`src/rtl/sod_pkg.sv`:
```
// Package for the stop-mode and oscillator-stop-detect block
package sod_pkg;
	localparam logic [31:0] SOD_CPU_FREQ_HZ   = 32'd125_000_000;
	// Register byte addresses on the Avalon-MM slave
	localparam logic [3:0]  SOD_ADDR_CLKCTL   = 4'h0;
	localparam logic [3:0]  SOD_ADDR_DETECT   = 4'h4;
	localparam logic [3:0]  SOD_ADDR_WAKECFG  = 4'h8;
	localparam logic [3:0]  SOD_ADDR_STATUS   = 4'hc;
	// Clock-control field positions
	localparam int          SOD_B_STOP        = 0;
	localparam int          SOD_B_DIV8        = 1;
	localparam int          SOD_B_SUBDRV      = 2;
	localparam int          SOD_B_MAINDRV     = 3;
	localparam int          SOD_B_SUBSEL      = 4;
	localparam int          SOD_B_PINFN       = 5;
	localparam int          SOD_B_SUBEN       = 6;
	localparam int          SOD_B_LSOFF       = 7;
	localparam int          SOD_B_MAINSTOP    = 8;
	localparam int          SOD_B_PSTOPWAIT   = 9;
	localparam int          SOD_B_HSEN        = 10;
	localparam int          SOD_B_HSSEL       = 11;
	localparam logic [11:0] SOD_CLKCTL_RST    = 12'h0_88;
	// Detect register: [1:0] enable field, [2] on-chip selected, [3] main stopped
	localparam logic [1:0]  SOD_DET_ON        = 2'h3;
	localparam logic [1:0]  SOD_DET_OFF       = 2'h0;
	// Main-clock stop: no edge seen for this many system cycles
	localparam logic [7:0]  SOD_MAIN_TIMEOUT  = 8'h40;
	localparam int          SOD_NUM_WAKE      = 10;

	// Wake sources, order of the o_wake_src / i_irq vector
	typedef struct packed {
		logic mon2;
		logic mon1;
		logic serial;
		logic timer_ra;
		logic ext3;
		logic ext1;
		logic ext0;
		logic key;
		logic osc_stop;
		logic wdog;
	} sod_irq_t;

	// Qualifiers from the peripherals for stop-mode wake
	typedef struct packed {
		logic ext0_filter_on;
		logic ext1_filter_on;
		logic ext3_filter_on;
		logic ra_event_mode;
		logic ra_filter_on;
		logic serial_ext_clk;
		logic monitor1_filter_disable;
		logic monitor2_filter_disable;
	} sod_qual_t;

	typedef enum logic [1:0] {SOD_RUN, SOD_STOP, SOD_WAKE} sod_state_t;
endpackage : sod_pkg

```
`src/rtl/sod_stop_ctrl.sv`:
```
// Stop-mode controller and main-oscillator stop detector
// Summary of operation
// Writing one to stop_all_clocks_bit halts every oscillator and the clocks they feed; the low-speed osc is not stopped and follows its off bit.
// Stop entry forces div8 select and both oscillator drive-high bits to one together.
// Peripherals clocked from external pins keep running during stop mode.
// Stop mode ends only on reset or an accepted peripheral interrupt.
// Key inputs always wake; external interrupts 0, 1, 3 wake only unfiltered.
// Timer RA wakes only in event-counter mode with its filter off.
// Serial interrupt wakes only when the interface uses an external clock.
// Voltage-monitor interrupt wakes only when its filter-disable bit is one.
// Interrupt wake restarts the CPU clock, then runs the waking interrupt.
// After interrupt wake, CPU clock is the prior system clock divided by eight.
// Pins hold in stop; oscillator output pin driven high when configured, else input.
// Stop detection is active only when detect_enable_field equals 11b.
// Main clock loss while sourcing CPU sets both flags, starts low-speed osc, interrupts.
// Software keeps detection off when main clock is 2 MHz or less.
// Stop-detect interrupt shares a vector; cause read from its flags.
// Software clears detection before stop mode or main oscillator stop changes.
// Software clears periph_clock_stop_in_wait before wait with detection on.
// Software switches back to main clock; hardware never switches back.
// Software picks fallback oscillator before writing 11b to the detect field.
// Four bytes are prefetched past halt; software disables self-rewrite, pads no-ops.
// Software sets wake priorities, masks others, enables interrupts before stop.
// Wake qualification is combinational on requests and needs no running clock.
module sod_stop_ctrl #(
	parameter int NUM_WAKE = sod_pkg::SOD_NUM_WAKE  // Wake source count
) (
	input  wire logic              i_clk_sys,      // System clock, 125 MHz
	input  wire logic              i_sys_rst,      // Synchronous reset, active high
	input  wire logic [3:0]        i_avs_address,  // Avalon byte address
	input  wire logic              i_avs_read,     // Read request
	input  wire logic              i_avs_write,    // Write request
	input  wire logic [31:0]       i_avs_writedata,// Write data
	output logic      [31:0]       o_avs_readdata, // Read data
	output logic                   o_avs_waitrequest, // Wait request
	input  wire sod_pkg::sod_irq_t i_irq,          // Raw peripheral requests
	input  wire sod_pkg::sod_qual_t i_qual,        // Peripheral wake qualifiers
	input  wire logic              i_main_osc_tick,// Main oscillator edge, sampled
	input  wire logic              i_pin_out,      // Shared osc pin port data
	input  wire logic              i_pin_oe,       // Shared osc pin port enable
	output logic                   o_osc_run,      // Oscillators enabled
	output logic                   o_cpu_clk_en,   // CPU clock gate
	output logic                   o_periph_clk_en,// Peripheral clock gate
	output logic                   o_ext_periph_en,// Externally clocked peripherals run
	output logic                   o_cpu_div8,     // CPU clock divided by 8
	output logic                   o_onchip_sel,   // On-chip osc sources system clock
	output logic                   o_low_speed_on, // Low-speed on-chip osc running
	output logic                   o_pin_hold,     // Pin states frozen
	output logic                   o_osc_pin_out,  // Shared osc pin output value
	output logic                   o_osc_pin_oe,   // Shared osc pin output enable
	output logic                   o_irq_osc_stop, // Stop-detect request, level
	output logic [NUM_WAKE-1:0]    o_wake_src      // Source that caused the wake
);
	typedef struct packed {
		sod_pkg::sod_state_t st;
		logic [11:0]         clkctl;
		logic [1:0]          det_en;
		logic                onchip_flag;
		logic                stopped_flag;
		logic [7:0]          tmo;
		logic [NUM_WAKE-1:0] wake_src;
		logic                rd_done;
		logic [31:0]         rdata;
		logic                pin_out;
		logic                pin_oe;
	} sod_state_reg_t;

	sod_state_reg_t s_reg;
	sod_state_reg_t s_next;
	logic [NUM_WAKE-1:0] wake_ok;
	logic                wake_any;
	logic                wr_hit;
	logic                main_lost;

	function automatic logic [31:0] sod_pad(input logic [11:0] v);
		sod_pad = {20'h0_0000, v};
	endfunction : sod_pad

	// Combinational qualification, valid with clocks halted
	always_comb begin
		wake_ok = '0;
		wake_ok[2] = i_irq.key;
		wake_ok[3] = i_irq.ext0 && !i_qual.ext0_filter_on;
		wake_ok[4] = i_irq.ext1 && !i_qual.ext1_filter_on;
		wake_ok[5] = i_irq.ext3 && !i_qual.ext3_filter_on;
		wake_ok[6] = i_irq.timer_ra && i_qual.ra_event_mode && !i_qual.ra_filter_on;
		wake_ok[7] = i_irq.serial && i_qual.serial_ext_clk;
		wake_ok[8] = i_irq.mon1 && i_qual.monitor1_filter_disable;
		wake_ok[9] = i_irq.mon2 && i_qual.monitor2_filter_disable;
		wake_any = |wake_ok;
	end

	// A write lands at the edge where the master samples waitrequest low
	assign wr_hit    = i_avs_write && s_reg.rd_done;
	assign main_lost = (s_reg.tmo == sod_pkg::SOD_MAIN_TIMEOUT);

	always_comb begin
		s_next = s_reg;
		s_next.rd_done = 1'b0;
		// Every request except a read in stop mode is answered one cycle after it is first seen
		if ((i_avs_read || i_avs_write) && !s_reg.rd_done) begin
			s_next.rd_done = 1'b1;
		end
		if (i_avs_read && !s_reg.rd_done) begin
			s_next.rd_done = 1'b1;
			unique case (i_avs_address)
				sod_pkg::SOD_ADDR_CLKCTL:  s_next.rdata = sod_pad(s_reg.clkctl);
				sod_pkg::SOD_ADDR_DETECT:  s_next.rdata = {28'h000_0000, s_reg.stopped_flag,
					s_reg.onchip_flag, s_reg.det_en};
				sod_pkg::SOD_ADDR_WAKECFG: s_next.rdata = 32'(s_reg.wake_src);
				sod_pkg::SOD_ADDR_STATUS:  s_next.rdata = 32'(wake_ok);
				default:                   s_next.rdata = 32'h0000_0000;
			endcase
		end
		if (wr_hit) begin
			unique case (i_avs_address)
				sod_pkg::SOD_ADDR_CLKCTL: s_next.clkctl = i_avs_writedata[11:0];
				sod_pkg::SOD_ADDR_DETECT: begin
					s_next.det_en = i_avs_writedata[1:0];
					if (!i_avs_writedata[2]) s_next.onchip_flag = 1'b0;
					if (!i_avs_writedata[3]) s_next.stopped_flag = 1'b0;
				end
				default: ;
			endcase
		end
		// Main clock watchdog counter
		if (i_main_osc_tick || s_reg.clkctl[sod_pkg::SOD_B_MAINSTOP])
			s_next.tmo = 8'h00;
		else if (!main_lost)
			s_next.tmo = s_reg.tmo + 8'h01;
		// Detection and flags; the set wins over a clear in the same cycle
		if (s_reg.det_en == sod_pkg::SOD_DET_ON && main_lost
			&& !s_reg.onchip_flag && !s_reg.clkctl[sod_pkg::SOD_B_SUBSEL]) begin
			s_next.onchip_flag = 1'b1;
			s_next.stopped_flag = 1'b1;
			s_next.clkctl[sod_pkg::SOD_B_LSOFF] = 1'b0;
		end
		// Only reset or a write clearing the on-chip flag returns the clock to the main oscillator
		unique case (s_reg.st)
			sod_pkg::SOD_RUN: begin
				if (s_next.clkctl[sod_pkg::SOD_B_STOP]) begin
					s_next.st = sod_pkg::SOD_STOP;
					s_next.clkctl[sod_pkg::SOD_B_DIV8]    = 1'b1;
					s_next.clkctl[sod_pkg::SOD_B_SUBDRV]  = 1'b1;
					s_next.clkctl[sod_pkg::SOD_B_MAINDRV] = 1'b1;
					s_next.pin_out = i_pin_out;
					s_next.pin_oe  = i_pin_oe;
					if (!s_next.clkctl[sod_pkg::SOD_B_PINFN]
						|| (s_next.clkctl[sod_pkg::SOD_B_SUBSEL]
						&& !s_next.clkctl[sod_pkg::SOD_B_SUBEN])) begin
						s_next.pin_oe = 1'b0;
					end else begin
						s_next.pin_out = 1'b1;
						s_next.pin_oe  = 1'b1;
					end
				end
			end
			sod_pkg::SOD_STOP: begin
				s_next.tmo = 8'h00;
				if (wake_any) begin
					s_next.st = sod_pkg::SOD_WAKE;
					s_next.wake_src = wake_ok;
					s_next.clkctl[sod_pkg::SOD_B_STOP] = 1'b0;
				end
			end
			sod_pkg::SOD_WAKE: s_next.st = sod_pkg::SOD_RUN;
		endcase
		if (i_sys_rst) begin
			s_next = '0;
			s_next.st = sod_pkg::SOD_RUN;
			s_next.clkctl = sod_pkg::SOD_CLKCTL_RST;
		end
	end

	always_ff @(posedge i_clk_sys) begin
		s_reg <= s_next;
	end

	logic stopped;
	assign stopped = (s_reg.st == sod_pkg::SOD_STOP);

	// Registered outputs
	always_ff @(posedge i_clk_sys) begin
		if (i_sys_rst) begin
			o_osc_run         <= 1'b1;
			o_cpu_clk_en      <= 1'b1;
			o_periph_clk_en   <= 1'b1;
			o_ext_periph_en   <= 1'b1;
			o_cpu_div8        <= 1'b0;
			o_onchip_sel      <= 1'b0;
			o_low_speed_on    <= !sod_pkg::SOD_CLKCTL_RST[sod_pkg::SOD_B_LSOFF];
			o_pin_hold        <= 1'b0;
			o_osc_pin_out     <= 1'b0;
			o_osc_pin_oe      <= 1'b0;
			o_irq_osc_stop    <= 1'b0;
			o_wake_src        <= '0;
			o_avs_readdata    <= 32'h0000_0000;
			o_avs_waitrequest <= 1'b1;
		end else begin
			o_osc_run         <= s_next.st != sod_pkg::SOD_STOP;
			o_cpu_clk_en      <= s_next.st == sod_pkg::SOD_RUN;
			o_periph_clk_en   <= s_next.st != sod_pkg::SOD_STOP;
			o_ext_periph_en   <= 1'b1;
			o_cpu_div8        <= s_next.clkctl[sod_pkg::SOD_B_DIV8];
			o_onchip_sel      <= s_next.onchip_flag;
			o_low_speed_on    <= !s_next.clkctl[sod_pkg::SOD_B_LSOFF];
			o_pin_hold        <= s_next.st == sod_pkg::SOD_STOP;
			o_osc_pin_out     <= s_next.pin_out;
			o_osc_pin_oe      <= s_next.pin_oe;
			o_irq_osc_stop    <= s_next.stopped_flag
				|| (s_next.det_en == sod_pkg::SOD_DET_ON && s_next.onchip_flag);
			o_wake_src        <= s_next.wake_src;
			o_avs_readdata    <= s_next.rdata;
			o_avs_waitrequest <= !((i_avs_read && !s_reg.rd_done && !stopped) || (i_avs_write && !s_reg.rd_done))
				|| (s_reg.rd_done);
		end
	end
endmodule : sod_stop_ctrl

```
`config.mk`:
```
export PLATFORM = sky130hd
export DESIGN_NAME = sod_stop_ctrl
export DESIGN_NICKNAME = d
export VERILOG_FILES = /design/src/rtl/sod_pkg.sv /design/src/rtl/sod_stop_ctrl.sv
export SDC_FILE = /design/constraint.sdc
export NUM_CORES = 1
export LEC_CHECK = 0
export ABC_AREA = 1
export BUFFER_PORTS_ARGS = -buffer_cell sky130_fd_sc_hd__buf_2
export CAP_MARGIN = 0
export CORE_ASPECT_RATIO = 0.6
export CORE_MARGIN = 10
export CORE_UTILIZATION = 47
export CTS_CLUSTER_DIAMETER = 60
export DETAILED_ROUTE_END_ITERATION = 12
export PLACE_DENSITY = 0.8
export SYNTH_ARGS = -nofsm -noshare
export SYNTH_HDL_FRONTEND = slang
export SYNTH_SLANG_ARGS = --single-unit
```
`constraint.sdc`:
```
create_clock -name i_clk_sys -period 1.3 [get_ports i_clk_sys]
set_input_delay 0.195 -clock i_clk_sys [delete_from_list [all_inputs] [get_ports i_clk_sys]]
set_output_delay 0.195 -clock i_clk_sys [all_outputs]
set_load 0.02 [all_outputs]
```
==> out/metrics.json <==
{
  "critical-path-top-delay-family": {"value": "simple AND/OR/NAND/NOR gates"},
  "io_pins": {"value": 115},
  "endpoint_type_of_the_worst_setup_path": {"value": "register"},
  "synthFlopType": {"value": "sky130_fd_sc_hd__dfxtp_1"},
  "synth.area.top_cells": {"value": "sky130_fd_sc_hd__dfxtp_1, sky130_fd_sc_hd__nand2_1, sky130_fd_sc_hd__nor2_1, sky130_fd_sc_hd__a21oi_1, sky130_fd_sc_hd__inv_1"},
  "grt_use_met1": {"value": 0.206},
  "synth-simple-area-share": {"value": 0.255},
  "largest_register_ffs": {"value": 71},
  "grt_pass1_wl": {"value": 18000, "unit": "µm"},
  "yosys_warnings": {"value": 0},
  "critPathLaunchType": {"value": "register"},
  "chipHeight": {"value": 94.8, "unit": "µm"},
  "synth.ff_latch_count": {"value": 123},
  "setup-tns-final": {"value": 0, "unit": "ns"},
  "clock_skew": {"value": 0.0125, "unit": "ns"},
  "fp.dieArea": {"value": 13700, "unit": "µm²"},
  "reg2reg_slack": {"value": 0.002, "unit": "ns"},
  "main_combinational_cell_family_by_area_after_synthesis": {"value": "simple AND/OR/NAND/NOR gates"},
  "postRouteWirelength": {"value": 11500, "unit": "µm"},
  "worst_setup_path_startpoint": {"value": "s_reg[34]$_SDFF_PP0_"},
  "track_usage": {"value": 0.169},
  "setup.worst_path.class": {"value": "register to register"},
  "worstSetupPathDepth": {"value": 7},
  "cts_root_buf": {"value": "sky130_fd_sc_hd__clkbuf_16"},
  "place_worst_setup_slack": {"value": -0.194, "unit": "ns"},
  "finalHoldViolCount": {"value": 0},
  "synth_nets": {"value": 580},
  "initial_utilization": {"value": 0.481},
  "syn-mean-instance-area": {"value": 8.51, "unit": "µm²"},
  "tritoncts.num_buffers": {"value": 17},
  "use_met2": {"value": 0.267},
  "reg2reg_to": {"value": "o_osc_pin_out$_SDFF_PP0_"},
  "yosys-top-cells-count": {"value": "sky130_fd_sc_hd__dfxtp_1, sky130_fd_sc_hd__nand2_1, sky130_fd_sc_hd__nor2_1"},
  "grt-busiest-layer": {"value": "met2"},
  "arrival_time_worst_endpoint": {"value": 1.60, "unit": "ns"},
  "register_clock_pin_slew_on_the_reported_worst_setup_and_hold_paths": {"value": 0.05, "unit": "ns"},
  "critical_path.reg2reg.startpoint": {"value": "s_reg[34]$_SDFF_PP0_"},
  "crit_path_end": {"value": "o_osc_pin_out$_SDFF_PP0_"},
  "cts_tree": {"value": "yes"},
  "reg2reg_path_depth": {"value": 7},
  "status": {"value": "completed"},
  "clk-insertion-delay-late": {"value": 0.41, "unit": "ns"},
  "finalNetCount": {"value": 714},
  "synthArstFlopShare": {"value": 0},
  "share_of_layout_cells_above_drive_strength_1": {"value": 0.351},
  "sequential_share_of_the_synthesized_area": {"value": 0.562},
  "synth.most_common_cell": {"value": "sky130_fd_sc_hd__dfxtp_1"},
  "totalPowerFinal": {"value": 9.25, "unit": "mW"},
  "worstHoldPathCells": {"value": 3},
  "yosys.area_share.adder": {"value": 0.0114},
  "grt_start_max_net_pins": {"value": 62},
  "finalSetupViolations": {"value": 0},
  "postSynthCellCount": {"value": 515},
  "power_per_cell_area": {"value": 1550, "unit": "nW/µm²"},
  "ir_drop": {"value": 0.974, "unit": "mV"},
  "cts.sinks": {"value": 123},
  "core_outline_area": {"value": 9120, "unit": "µm²"},
  "mappedNetlistArea": {"value": 4380, "unit": "µm²"},
  "flow.area_growth_from_synthesis": {"value": 35.8, "unit": "%"},
  "ant_nets": {"value": 0},
  "achievable-frequency": {"value": 771, "unit": "MHz"},
  "yosys.cell_types.count": {"value": 39},
  "setup_slack": {"value": 0.00218, "unit": "ns"},
  "via_count": {"value": 3861},
  "synth-edff-count": {"value": 0},
  "drcViolationCount": {"value": 0},
  "synthesized_area_fraction_occupied_by_ao_oa_aoi_and_oai_cells": {"value": 0.107},
  "grt_pass1_vias": {"value": 3712},
  "cts_hold_repair.buffers": {"value": 0},
  "placementRows": {"value": 27},
  "detail_route.iter0.violations": {"value": 282},
  "crit_required": {"value": 1.60, "unit": "ns"},
  "synth_largest_area_cell": {"value": "sky130_fd_sc_hd__dfxtp_1"},
  "detail_route.first_pass.iterations": {"value": 5},
  "finalMaxSlewViolations": {"value": 0},
  "hold_slack": {"value": 0.0516, "unit": "ns"},
  "die_w": {"value": 145, "unit": "µm"},
  "mux_share_of_post_synthesis_cell_area": {"value": 0},
  "period_share": {"value": 0.998},
  "crit_slowest_cell": {"value": "sky130_fd_sc_hd__dfxtp_2"},
  "max-clock-path-buffers": {"value": 2},
  "number_of_max_capacitance_violations_reported": {"value": 0},
  "antennaDiodeCount": {"value": 0},
  "rsz0062_at_grt": {"value": "yes"},
  "io_buffer_count": {"value": 90},
  "use_met3": {"value": 0.0737},
  "min_period": {"value": 1.30, "unit": "ns"},
  "place_hpwl": {"value": 8270, "unit": "µm"},
  "crit_path_max_fanout": {"value": 8},
  "synth-xor-area-share": {"value": 0.00400},
  "worst_path_cell_chain": {"value": "nand2_4 > inv_4 > nand3_4 > nand2_4 > nand3_4 > nor2_2 > a21oi_2"},
  "leakage": {"value": 2.78, "unit": "nW"},
  "grt.overflow.total": {"value": 0},
  "htree_levels": {"value": 4},
  "routabilityCongestion": {"value": 0.902},
  "maximum_cell_stage_delay_along_the_critical_path": {"value": 0.35, "unit": "ns"},
  "post_drt_via_cell_ratio": {"value": 4.97},
  "critical_path_buf_inv_count": {"value": 1},
  "synthDominantCellAreaShare": {"value": 0.562},
  "grt_antenna_before_repair": {"value": 1},
  "hold_path_class": {"value": "primary input to register"},
  "final_core_utilization": {"value": 0.653},
  "routedWlPerCell": {"value": 14.8, "unit": "µm"}
}
layout by cell type, fill, tap and decap left out, types with 17 or more instances in the layout:
| master | instances |
|---|---|
| sky130_fd_sc_hd__a21oi_1 | 33 |
| sky130_fd_sc_hd__buf_2 | 90 |
| sky130_fd_sc_hd__buf_4 | 37 |
| sky130_fd_sc_hd__clkbuf_16 | 17 |
| sky130_fd_sc_hd__dfxtp_1 | 119 |
| sky130_fd_sc_hd__inv_1 | 34 |
| sky130_fd_sc_hd__nand2_1 | 103 |
| sky130_fd_sc_hd__nand2_2 | 18 |
| sky130_fd_sc_hd__nor2_1 | 72 |
| sky130_fd_sc_hd__o21ai_0 | 22 |
power by group:
part / switching, mW / internal (mW) / leakage [nW] / total (mW)
combinational: 0.404 / 0.253 / 1.49 / 0.657
sequential: 0.0257 / 3.82 / 0.994 / 3.85
clock: 1.64 / 3.11 / 0.290 / 4.75
through the flow:
stage | cell area, µm² | std cells
2_1_floorplan | 4380 | 515
3_3_place_gp | 5190 | 741
3_5_place_dp | 5190 | 741
4_1_cts | 5850 | 773
5_1_grt | 5950 | 777
6_report | 5950 | 777
final cells by class:
class	instances	area (µm²)
clock buffers	21	460
clock inverters	10	141
fillers	721	3170
inverters	49	191
multi-input cells	328	1760
flip-flops and latches	123	2470
well taps	116	145
repair buffers	130	779
cell families (layout without fill, tap and decap cells):
group / Yosys count / after routing
XOR/XNOR: 2 / 2
adder cells (fa/ha/maj): 4 / 4
buffers and inverters: 64 / 210
other: 1 / 1
flip-flops: 123 / 123
AND/OR/NAND/NOR: 238 / 238
AO/OA/AOI/OAI: 83 / 83
metal layers:
layer / vias to the layer above / wire, µm
met4: 2 / 133
met2: 118 / 5420
met3: 20 / 869
li1: 1922 / -
met1: 1799 / 5020
met5: - / 17
worst register-to-register path, delay by kind of cell, from the launching register on:
family / cells / cell delay, ns
compound gates: 1 / 0.08
buf+inv: 1 / 0.07
flops: 1 / 0.35
simple gates: 5 / 0.70
worst min path at each step:
| stage | from | end |
|---|---|---|
| after global routing | i_avs_writedata[5] | s_reg[62]$_SDFF_PP0_ |
| after CTS | i_avs_writedata[3] | s_reg[60]$_SDFF_PP1_ |
| after detailed placement | s_reg[10]$_DFF_P_ | o_avs_readdata[8]$_SDFF_PP0_ |
| after floorplan | i_avs_writedata[3] | s_reg[60]$_SDFF_PP1_ |
| final | i_avs_writedata[5] | s_reg[62]$_SDFF_PP0_ |
| after global placement | s_reg[10]$_DFF_P_ | s_reg[10]$_DFF_P_ |
repair_timing:
item                                    CTS  global route
pin swaps                                 1            11
gates cloned                              0             0
endpoints found under the hold margin     0             0
endpoints found under the setup margin   14            20
resized for setup                        14            24
buffers inserted                          1             4
(Power assumes the default switching activity.)
